$ cat src/rtl/prescaler_pkg.sv
// constants, register map and types for the system clock prescaler
package prescaler_pkg;

  // master clock rate
  localparam int unsigned CLK_HZ = 10_000_000;

  // register indices; the byte address is four times the index
  localparam logic [6:0] CTRL_INDEX = 7'h61;
  localparam logic [6:0] TOSC_INDEX = 7'h62;
  localparam logic [8:0] CTRL_ADDR  = {CTRL_INDEX, 2'h0};
  localparam logic [8:0] TOSC_ADDR  = {TOSC_INDEX, 2'h0};

  // divide control field layout
  localparam int unsigned UNLOCK_BIT = 7;
  localparam int unsigned SEL_MSB    = 3;
  localparam logic [7:0]  OTHER_MASK = 8'h7f;
  localparam logic [2:0]  RSVD_READ  = 3'h0;

  // divide select reset values and largest legal code
  localparam logic [3:0] SEL_RESET_PLAIN = 4'h0;
  localparam logic [3:0] SEL_RESET_DIV8  = 4'h3;
  localparam logic [3:0] SEL_MAX         = 4'h8;

  // unlock window length in master clock cycles
  localparam logic [2:0] UNLOCK_CYCLES = 3'h4;

  // timer oscillator control field layout
  localparam int unsigned TOSC_REQ_BIT   = 0;
  localparam int unsigned TOSC_EXT_BIT   = 1;
  localparam int unsigned TOSC_GRANT_BIT = 2;

  // bus slave states
  typedef enum logic [0:0] {
    BUS_IDLE = 1'b0,
    BUS_ACK  = 1'b1
  } bus_state_e;

endpackage

$ cat src/rtl/div_ctrl_if.sv
// link between the register logic and the divider core
`timescale 1ns/1ns
`default_nettype none
interface div_ctrl_if;
  logic [3:0] select;   // requested divide select code
  logic [3:0] active;   // code of the period now running
  logic       tick;     // one cycle per divided period
  logic       phase;    // high in the first half of a period

  modport ctrl (output select, input active, input tick, input phase);
  modport core (input select, output active, output tick, output phase);
endinterface
`default_nettype wire

$ cat src/rtl/system_clock_prescaler.sv
// system clock prescaler with timer oscillator pin sharing
//
// Summary of operation
// RL1 - timer oscillator gets the shared pins only while the RC oscillator clocks the chip
// RL2 - external clock select lets the timer input accept a driven clock
// RL3 - one divide factor feeds io, converter, cpu and flash clocks alike
// RL4 - divide control at index 0x61: unlock bit 7, zeros 6..4, select 3..0
// RL5 - unlock bit sets only when the same write clears all other bits
// RL6 - unlock bit clears four cycles after setting, or on a select write
// RL7 - rewriting the unlock bit while open neither restarts nor clears it
// RL8 - software unlocks, then writes the new select within four cycles
// RL9 - software keeps interrupts off across the two writes
// RL10 - reset loads select 0000, or 0011 when the divide-by-eight fuse is programmed
// RL11 - any select value may be written through the unlock sequence
// RL12 - codes 0 to 8 divide by 1 to 256, higher codes are reserved
// RL13 - switching never glitches nor runs faster than old or new setting
// RL14 - new factor active within one old plus two new periods
// RL15 - division done by a master-rate counter that software cannot read
// RL16 - programmed clock output fuse puts the divided clock on the pin
// RL17 - reserved bits 6..4 ignore writes and read as zero
// RL18 - a select write without the unlock bit open changes nothing
`timescale 1ns/1ns
`default_nettype none
module system_clock_prescaler (
  // clock and reset
  input  wire logic        core_clk,
  input  wire logic        nrst,
  // avalon-mm slave, byte addressed
  input  wire logic [8:0]  avs_address,
  input  wire logic        avs_read,
  input  wire logic        avs_write,
  input  wire logic [31:0] avs_writedata,
  input  wire logic [3:0]  avs_byteenable,
  output logic [31:0]      avs_readdata,
  output logic             avs_waitrequest,
  // fuses, high when programmed
  input  wire logic        divide_by_eight_fuse,
  input  wire logic        clock_output_fuse,
  // clock source status
  input  wire logic        rc_osc_selected,
  // timer oscillator pins
  input  wire logic        timer_osc_in,
  output logic             main_crystal_to_timer,
  output logic             timer_osc_amp_en,
  output logic             timer_osc_ext_en,
  output logic             timer_ext_clock,
  // divided clock enables
  output logic             io_clock_en,
  output logic             converter_clock_en,
  output logic             cpu_clock_en,
  output logic             flash_clock_en,
  // clock output pin
  output logic             clock_output_pin,
  output logic             clock_output_oe_n
);

  prescaler_pkg::bus_state_e bus_q;
  logic [31:0] readdata_q;
  logic [3:0]  select_q;
  logic        open_q;
  logic        tosc_req_q;
  logic        tosc_ext_q;
  logic        grant_q;
  logic        amp_en_q;
  logic        ext_en_q;
  logic        ext_clk_q;
  logic        wr_fire;
  logic        ctrl_wr;
  logic        tosc_wr;
  logic [7:0]  wd;
  logic        arm;
  logic        cancel;
  logic [7:0]  ctrl_read;
  logic [7:0]  tosc_read;

  div_ctrl_if link ();

  // bus handshake: one wait cycle, then the access completes
  always_ff @(posedge core_clk)
  begin
    if (!nrst)
    begin
      bus_q <= prescaler_pkg::BUS_IDLE;
    end
    else
    begin
      unique case (bus_q)
        prescaler_pkg::BUS_IDLE:
        begin
          if (avs_read || avs_write)
          begin
            bus_q <= prescaler_pkg::BUS_ACK;
          end
        end
        prescaler_pkg::BUS_ACK:
        begin
          bus_q <= prescaler_pkg::BUS_IDLE;
        end
      endcase
    end
  end

  assign avs_waitrequest = (avs_read || avs_write) && (bus_q != prescaler_pkg::BUS_ACK);
  assign wr_fire         = avs_write && (bus_q == prescaler_pkg::BUS_ACK);
  assign wd              = avs_writedata[7:0];
  assign ctrl_wr = wr_fire && avs_byteenable[0] && (avs_address == prescaler_pkg::CTRL_ADDR);
  assign tosc_wr = wr_fire && avs_byteenable[0] && (avs_address == prescaler_pkg::TOSC_ADDR);

  // unlock only from a clean write; select write needs an open window
  assign arm    = ctrl_wr && wd[prescaler_pkg::UNLOCK_BIT]
                  && ((wd & prescaler_pkg::OTHER_MASK) == 8'h00); // RL5
  assign cancel = ctrl_wr && !wd[prescaler_pkg::UNLOCK_BIT] && open_q; // RL6

  unlock_window u_unlock (
    .core_clk (core_clk),
    .nrst     (nrst),
    .arm      (arm),
    .cancel   (cancel),
    .open_q   (open_q)
  );

  // divide select; fuse level is caught under the synchronous reset
  always_ff @(posedge core_clk)
  begin
    if (!nrst)
    begin
      select_q <= divide_by_eight_fuse ? prescaler_pkg::SEL_RESET_DIV8
                                       : prescaler_pkg::SEL_RESET_PLAIN; // RL10
    end
    else if (cancel)
    begin
      select_q <= wd[prescaler_pkg::SEL_MSB:0]; // RL11 RL18
    end
  end

  // timer oscillator control bits
  always_ff @(posedge core_clk)
  begin
    if (!nrst)
    begin
      tosc_req_q <= 1'b0;
      tosc_ext_q <= 1'b0;
    end
    else if (tosc_wr)
    begin
      tosc_req_q <= wd[prescaler_pkg::TOSC_REQ_BIT];
      tosc_ext_q <= wd[prescaler_pkg::TOSC_EXT_BIT];
    end
  end

  // pins are shared with the main crystal, so only an RC-clocked chip may lend them
  always_ff @(posedge core_clk)
  begin
    if (!nrst)
    begin
      grant_q   <= 1'b0;
      amp_en_q  <= 1'b0;
      ext_en_q  <= 1'b0;
      ext_clk_q <= 1'b0;
    end
    else
    begin
      grant_q   <= tosc_req_q && rc_osc_selected; // RL1
      amp_en_q  <= grant_q && !tosc_ext_q;
      ext_en_q  <= grant_q && tosc_ext_q; // RL2
      ext_clk_q <= ext_en_q && timer_osc_in; // RL2
    end
  end

  assign main_crystal_to_timer = grant_q;
  assign timer_osc_amp_en      = amp_en_q;
  assign timer_osc_ext_en      = ext_en_q;
  assign timer_ext_clock       = ext_clk_q;

  // read views; reserved bits are hard zero
  assign ctrl_read = {open_q, prescaler_pkg::RSVD_READ, select_q}; // RL4 RL17
  assign tosc_read = {5'h00, grant_q, tosc_ext_q, tosc_req_q};

  // read data captured in the wait cycle, unmapped reads give zero
  always_ff @(posedge core_clk)
  begin
    if (!nrst)
    begin
      readdata_q <= 32'h0000_0000;
    end
    else if (avs_read && (bus_q == prescaler_pkg::BUS_IDLE))
    begin
      if (avs_address == prescaler_pkg::CTRL_ADDR)
      begin
        readdata_q <= {24'h00_0000, ctrl_read};
      end
      else if (avs_address == prescaler_pkg::TOSC_ADDR)
      begin
        readdata_q <= {24'h00_0000, tosc_read};
      end
      else
      begin
        readdata_q <= 32'h0000_0000;
      end
    end
  end

  assign avs_readdata = readdata_q;

  // divider core
  assign link.select = select_q;

  clk_div_core u_div (
    .core_clk (core_clk),
    .nrst     (nrst),
    .link     (link)
  );

  // every synchronous domain shares the same enable
  assign io_clock_en        = link.tick; // RL3
  assign converter_clock_en = link.tick; // RL3
  assign cpu_clock_en       = link.tick; // RL3
  assign flash_clock_en     = link.tick; // RL3

  // divide by one cannot be rebuilt from flops, so the master clock passes through
  assign clock_output_pin  = clock_output_fuse
                             && ((link.active == prescaler_pkg::SEL_RESET_PLAIN)
                                 ? core_clk : link.phase); // RL16
  assign clock_output_oe_n = !clock_output_fuse;

  a_unlock_clean: assert property (@(posedge core_clk) disable iff (!nrst) // RL5
    (ctrl_wr && !open_q && ((wd & prescaler_pkg::OTHER_MASK) != 8'h00)) |=> !open_q)
    else $error("unlock set by a write with other bits set");

  a_select_locked: assert property (@(posedge core_clk) disable iff (!nrst) // RL18
    (ctrl_wr && !open_q && !wd[prescaler_pkg::UNLOCK_BIT]) |=> $stable(select_q))
    else $error("select changed without unlock");

  a_select_loads: assert property (@(posedge core_clk) disable iff (!nrst) // RL11
    (ctrl_wr && open_q && !wd[prescaler_pkg::UNLOCK_BIT])
    |=> (select_q == $past(wd[prescaler_pkg::SEL_MSB:0])) && !open_q)
    else $error("unlocked select write not taken");

  a_reserved_zero: assert property (@(posedge core_clk) disable iff (!nrst) // RL17
    (avs_read && !avs_waitrequest && (avs_address == prescaler_pkg::CTRL_ADDR))
    |-> (avs_readdata[6:4] == prescaler_pkg::RSVD_READ) && (avs_readdata[31:8] == 24'h00_0000))
    else $error("reserved control bits read nonzero");

  a_fuse_reset: assert property (@(posedge core_clk) // RL10
    !nrst |=> (select_q == ($past(divide_by_eight_fuse) ? prescaler_pkg::SEL_RESET_DIV8
                                                        : prescaler_pkg::SEL_RESET_PLAIN)))
    else $error("select reset value ignores fuse");

  a_timer_grant: assert property (@(posedge core_clk) disable iff (!nrst) // RL1
    (timer_osc_amp_en || timer_osc_ext_en) |-> $past(rc_osc_selected, 2))
    else $error("timer oscillator enabled off the rc clock");

  c_change_seq: cover property (@(posedge core_clk) disable iff (!nrst)
    arm ##[2:4] cancel);

  c_reserved_code: cover property (@(posedge core_clk) disable iff (!nrst)
    cancel && (wd[prescaler_pkg::SEL_MSB:0] > prescaler_pkg::SEL_MAX));

endmodule // system_clock_prescaler
`default_nettype wire

$ cat src/rtl/clk_div_core.sv
// power-of-two divider with period-boundary switching
`timescale 1ns/1ns
`default_nettype none
module clk_div_core (
  // clock and reset
  input  wire logic   core_clk,
  input  wire logic   nrst,
  // control link
  div_ctrl_if.core    link
);

  logic [7:0] cnt_q;
  logic [3:0] act_q;
  logic       phase_q;
  logic [3:0] lim_sel;
  logic [7:0] cnt_d;

  // reserved codes clamp to the slowest legal factor
  function automatic logic [3:0] limit(input logic [3:0] s);
    limit = (s > prescaler_pkg::SEL_MAX) ? prescaler_pkg::SEL_MAX : s;
  endfunction

  function automatic logic [8:0] period(input logic [3:0] s);
    period = 9'h001 << s;
  endfunction

  assign lim_sel = limit(link.select);

  // new factor only taken at a period end, so no short pulse appears
  always_comb
  begin
    if (cnt_q == 8'h00)
    begin
      cnt_d = 8'(period(lim_sel) - 9'h001); // RL13 RL14
    end
    else
    begin
      cnt_d = cnt_q - 8'h01;
    end
  end

  // master-rate down counter, invisible to software
  always_ff @(posedge core_clk)
  begin
    if (!nrst)
    begin
      cnt_q <= 8'h00;
    end
    else
    begin
      cnt_q <= cnt_d; // RL15
    end
  end

  // active code follows the request at a period end
  always_ff @(posedge core_clk)
  begin
    if (!nrst)
    begin
      act_q <= prescaler_pkg::SEL_RESET_PLAIN;
    end
    else if (cnt_q == 8'h00)
    begin
      act_q <= lim_sel; // RL12
    end
  end

  // half-period phase for the clock output pin
  always_ff @(posedge core_clk)
  begin
    if (!nrst)
    begin
      phase_q <= 1'b0;
    end
    else if (cnt_q == 8'h00)
    begin
      phase_q <= 1'b1;
    end
    else
    begin
      phase_q <= ({1'b0, cnt_d} >= (period(act_q) >> 1));
    end
  end

  assign link.tick   = (cnt_q == 8'h00);
  assign link.active = act_q;
  assign link.phase  = phase_q;

  // helper: cycles since the previous tick and the code it started
  logic [8:0] gap_q;
  logic [3:0] last_q;
  logic       seen_q;
  always_ff @(posedge core_clk)
  begin
    if (!nrst)
    begin
      gap_q  <= 9'h000;
      last_q <= 4'h0;
      seen_q <= 1'b0;
    end
    else if (link.tick)
    begin
      gap_q  <= 9'h000;
      last_q <= lim_sel;
      seen_q <= 1'b1;
    end
    else
    begin
      gap_q <= gap_q + 9'h001;
    end
  end

  a_period_exact: assert property (@(posedge core_clk) disable iff (!nrst) // RL13
    (link.tick && seen_q) |-> (gap_q == 9'(period(last_q) - 9'h001)))
    else $error("divided period differs from its factor");

  a_switch_bound: assert property (@(posedge core_clk) disable iff (!nrst) // RL14
    (lim_sel != act_q) && $stable(lim_sel) |-> ##[0:256] (act_q == lim_sel))
    else $error("new divide factor not active in time");

  c_slowest: cover property (@(posedge core_clk) disable iff (!nrst)
    link.tick && (act_q == prescaler_pkg::SEL_MAX));

endmodule // clk_div_core
`default_nettype wire

$ cat src/rtl/unlock_window.sv
// timed change-unlock bit
`timescale 1ns/1ns
`default_nettype none
module unlock_window (
  // clock and reset
  input  wire logic   core_clk,
  input  wire logic   nrst,
  // requests
  input  wire logic   arm,
  input  wire logic   cancel,
  // state
  output logic        open_q
);

  logic [2:0] cnt_q;

  // rearming an open window is ignored, so it never stretches
  always_ff @(posedge core_clk)
  begin
    if (!nrst)
    begin
      open_q <= 1'b0;
      cnt_q  <= 3'h0;
    end
    else if (open_q)
    begin
      if (cancel || (cnt_q == 3'h0))
      begin
        open_q <= 1'b0; // RL6 RL7
      end
      else
      begin
        cnt_q <= cnt_q - 3'h1;
      end
    end
    else if (arm)
    begin
      open_q <= 1'b1;
      cnt_q  <= prescaler_pkg::UNLOCK_CYCLES - 3'h1; // RL8
    end
  end

  a_window_closes: assert property (@(posedge core_clk) disable iff (!nrst) // RL6
    $rose(open_q) ##0 (!cancel) [*4] |=> !open_q)
    else $error("unlock window outlived four cycles");

  a_window_holds: assert property (@(posedge core_clk) disable iff (!nrst) // RL7
    $rose(open_q) ##0 (!cancel) [*3] |=> open_q)
    else $error("unlock window closed early");

  c_timeout: cover property (@(posedge core_clk) disable iff (!nrst)
    open_q && !cancel && (cnt_q == 3'h0));

endmodule // unlock_window
`default_nettype wire

$ cat config.mk
export PLATFORM = sky130hd
export DESIGN_NAME = system_clock_prescaler
export DESIGN_NICKNAME = d
export VERILOG_FILES = /design/src/rtl/prescaler_pkg.sv /design/src/rtl/div_ctrl_if.sv /design/src/rtl/system_clock_prescaler.sv /design/src/rtl/clk_div_core.sv /design/src/rtl/unlock_window.sv
export SDC_FILE = /design/constraint.sdc
export NUM_CORES = 1
export LEC_CHECK = 0
export ABC_CLOCK_PERIOD_IN_PS = 4300
export BUFFER_PORTS_ARGS = -buffer_cell sky130_fd_sc_hd__buf_2
export CAP_MARGIN = 20
export CORE_MARGIN = 3
export CORE_UTILIZATION = 51
export DETAILED_ROUTE_END_ITERATION = 8
export PLACE_DENSITY_LB_ADDON = 0.3
export RECOVER_POWER = 25
export SETUP_SLACK_MARGIN = 0.4
export SYNTH_ARGS = -nofsm -noshare
export SYNTH_HDL_FRONTEND = slang
export SYNTH_SLANG_ARGS = --single-unit
$ cat constraint.sdc
create_clock -name core_clk -period 4.3 [get_ports core_clk]
set_input_delay 0.645 -clock core_clk [delete_from_list [all_inputs] [get_ports core_clk]]
set_output_delay 0.645 -clock core_clk [all_outputs]
set_load 0.02 [all_outputs]
# After elaboration in Yosys (flattened, before gate mapping)
# Cells that the tools add are included.
[op_classes]
n_eq_ne = 4
shift = 2
n_bitwise = 1
order_cmp = 2
reduce_logical = 26
muxes = 17
add_sub_neg = 3
[ops]
columns = ["op", "n"]
rows = [
  ["equality test 9 bit (second input constant)", 2],
  ["logical NOT 8 bit", 2],
  ["two-way mux 8 bit", 2],
  ["subtractor 8 x 1 -> 8 bit (second input constant)", 2],
  ["logical AND 1 bit", 15],
  ["two-way mux 3 bit", 4],
  ["two-way mux 4 bit", 3],
  ["<< shifter 1 x 4 -> 9 bit (first input constant)", 1],
  ["greater-or-equal comparator 8 bit", 1],
  ["<< shifter 1 x 4 -> 8 bit (first input constant)", 1],
  ["two-way mux 1 bit", 6],
  ["greater-than comparator 4 bit (second input constant)", 1],
  ["logical NOT 4 bit", 1],
  ["logical NOT 1 bit", 3],
  ["logical NOT 3 bit", 1],
  ["subtractor 3 x 1 -> 3 bit (second input constant)", 1],
  ["logical OR 1 bit", 2],
  ["two-way mux 2 bit", 1],
  ["inequality test 2 x 1 -> 1 bit (second input constant)", 1],
  ["inequality test 2 bit (second input constant)", 1],
  ["case mux 1 bit (2 select lines)", 1],
  ["AND reduction 2 bit", 1],
  ["nonzero test 2 bit", 1],
  ["NOT 1 bit", 1],
]
[word_totals]
elab_cells = 69
inputBits = 53
register_bits = 60
out_inout_bits = 43

# Depth between registers and ports, before layout
[depth]
ltp_word = 8
mapped_depth = 12
ltp_nobuf = 12

# Modules after synthesis
# A second synthesis with hierarchy kept.
[hier_totals]
cells_unflattened = 251
hier_area_um2 = 2217.1
[by_module_without_submodules]
columns = ["mod", "seq_area_each_um2", "instances", "area_each_um2", "cells_per_inst"]
rows = [
  ["clk_div_core", 260.2, 1, 1026.0, 123],
  ["system_clock_prescaler", 360.3, 1, 997.2, 108],
  ["unlock_window", 80.1, 1, 193.9, 20],
]

==> results.cfg <==
[setup_path]
worstPathRequired_ns = 3.65
slowest_delay_ns = 0.15
start_kind = clock port
worstPathMaxFanout = 2
critPathCaptureType = output pin
cp_slowest_cell = buf_2
path_class = clk2out
crit_start = core_clk
r2r-start = link.select[3]$_SDFFCE_PN0P_
cp_common_cell = clkbuf_8
arrival_ns = 2.64
cp_cell_sequence = clkbuf_8, clkbuf_8, nand3_1, a21oi_1, buf_2

[flow_run]
drv_cap = 0

[logic_synthesis]
ys.flop_type = dfxtp_1
netlist_instances = 240
synth_top_area_share_pct = 27.9
netlist_area_um2 = 2080
yosys-top-cells-area = dfxtp_1 (28%), buf_4 (11%), ha_1 (6.6%)
yosysMostFrequentCell = buf_4
yosysUniqueCellTypes = 54
synth_compound_area_share_pct = 14.6
yosysWarnings = 0
synthSimpleGateAreaFrac_pct = 27.1
synthArstFlopShare_pct = 0
ys_ff_latch = 33
syn_area_per_cell_um2 = 8.66
yosys-top-cells-count = buf_4 (30), dfxtp_1 (29), nor2_1 (24)
yosysTopAreaCell = dfxtp_1
yosysSeqAreaShare_pct = 33.7
synth_edf_count = 4
synthMuxAreaShare_pct = 1.93
synth_xor_area_share_pct = 1.69
synth_top_family_by_area = simple AND/OR/NAND/NOR gates
synth_fa_ha_area_share_pct = 6.62

[power]
internal_power_w = 0.000778
power.share.sequential_pct = 32.2
p_clk_share_pct = 31.1
power.leakage_nw = 1.05
p_sw_w = 0.000450
comb_power_share_pct = 36.7
vdd_drop_max_mv = 0.216
swShare_pct = 36.6
p_per_area_nw_per_um2 = 523

[floorplanning]
io_pins = 96
core-area_um2 = 3800
die_area_um2 = 4880
num_rows = 22
die_h_um = 69.8
start_util_pct = 54.7
die_w_um = 69.8

[route]
wl_per_cell_um = 12.9
avgViaCountPerCell = 5.18
wl_mm = 4.27
vias = 1713
route.detailed.drc = 0
firstDrtPassIters = 4
drt_iter0_drc = 51
ant_nets = 0

[sta]
worstMarginPinSlew_ns = 0.933
finalSetupViolCount = 0
rsz0062_at_grt = false
fin_worst_skew_ns = 0.00584
finalMaxSlewViolations = 0
timing.slew.headroom_pct = 37.8
hold_viol = 0
setup_tns_ns = 0

[global_routing]
antenna_found_initial = 0
grt_pass1_wl_mm = 7.02
grt_remaining_overflow = 0
grt_pass1_vias = 1605
grt_max_degree = 21
track_usage_pct = 18.5

[worst_hold_path]
worstHoldPathType = reg2reg
hp-start = avs_readdata[3]$_SDFFE_PN0P_

[placed_design]
gp_congestion = 0.791
placement.io_buffers = 41
dp_hpwl_mm = 3.20

[layout]
areaGrowthSynthToFinish_pct = 12.9
diodes = 0
fin_nets = 346
fin_util_pct = 61.8
layout-drive-gt1-share_pct = 22.6

[clock_tree]
ctsHoldBuffers = 0
cts_tree = done
insertion_delay_ns = 0.40
cts.repair.resized = 0
cts_setup_buffers = 0
cts.clk_slew.worst_paths_ns = 0.07

[run_status]
outcome = finished, final reports clean
routing by layer:
layer	GRT usage (%)	vias up	part of all wire (%)
li1	-	866	-
met1	21.7	782	43
met2	29.1	55	48
met3	7.68	10	6.3
met4	9.15	0	2.2
met5	0	-	0
cell type report:
type | instances | area (µm²)
Clock inverter | 3 | 41.3
Multi-Input combinational cell | 185 | 1180
Timing Repair Buffer | 41 | 203
Sequential cell | 33 | 701
Tap cell | 48 | 60.1
Fill cell | 358 | 1450
Clock buffer | 9 | 115
Inverter | 12 | 45.0
cells by family (layout without fill, tap and decap cells):
| logic type | after synthesis | after routing |
|---|---|---|
| fa+ha+maj | 11 | 11 |
| other cells | 1 | 27 |
| flops | 33 | 33 |
| simple gates | 99 | 99 |
| compound gates | 40 | 40 |
| mux | 4 | 4 |
| xor+xnor | 4 | 4 |
| buf+inv | 48 | 65 |
registers in the layout (all words and copies together), names as in the netlist:
name,flops
timer_osc_ext_en,1
bus_q,1
u_unlock.open_q,1
u_div.link.active,4
tosc_ext_q,1
link.select,4
timer_osc_amp_en,1
u_unlock.cnt_q,3
avs_readdata,5
u_div.cnt_q,8
main_crystal_to_timer,1
u_div.link.phase,1
tosc_req_q,1
timer_ext_clock,1
power by group through the flow:
stage	clock network, W	registers, W	logic (W)
after floorplan	0.0000158	0.000386	0.000405
after global placement	0.0000204	0.000400	0.000441
after detailed placement	0.0000204	0.000401	0.000452
after CTS	0.000393	0.000395	0.000456
after global routing	0.000408	0.000400	0.000512
final	0.000382	0.000395	0.000450
placed cells by master, fill, tap and decap left out, types with 7 or more instances in the layout:
cell      instances
nor2b_1           7
nand2_1          22
conb_1           27
dfxtp_1          29
clkbuf_8          8
nor2_1           24
a21oi_1          13
ha_1             11
inv_1            11
buf_2            40
metrics by stage:
| stage | hold slack, ns | setup WS (ns) | std cells | cell area, µm² | total power, W |
|---|---|---|---|---|---|
| after floorplan | 0.421 | 1.32 | 266 | 2180 | 0.000807 |
| after global placement | 0.445 | 1.26 | 320 | 2200 | 0.000862 |
| after detailed placement | 0.450 | 1.26 | 320 | 2200 | 0.000874 |
| after CTS | 0.463 | 1.00 | 331 | 2350 | 0.00124 |
| after global routing | 0.485 | 0.957 | 331 | 2350 | 0.00132 |
| final | 0.463 | 1.01 | 331 | 2350 | 0.00123 |
path summary, 6_finish.rpt:
path                                                     end  slack, ns  cells after the start
worst min-delay path            avs_readdata[3]$_SDFFE_PN0P_       0.46                      2
worst max-delay path                        clock_output_pin       1.01                      5
worst max register to register   u_div.link.phase$_SDFF_PN0_       1.39                     12
worst min register to register  avs_readdata[3]$_SDFFE_PN0P_       0.46                      2
critical path: cells and delay by family:
family	cells	cell delay, ns
buf+inv	3	0.38
compound gates	1	0.06
simple gates	1	0.05
Note: power is estimated with default switching activity, not from simulation.
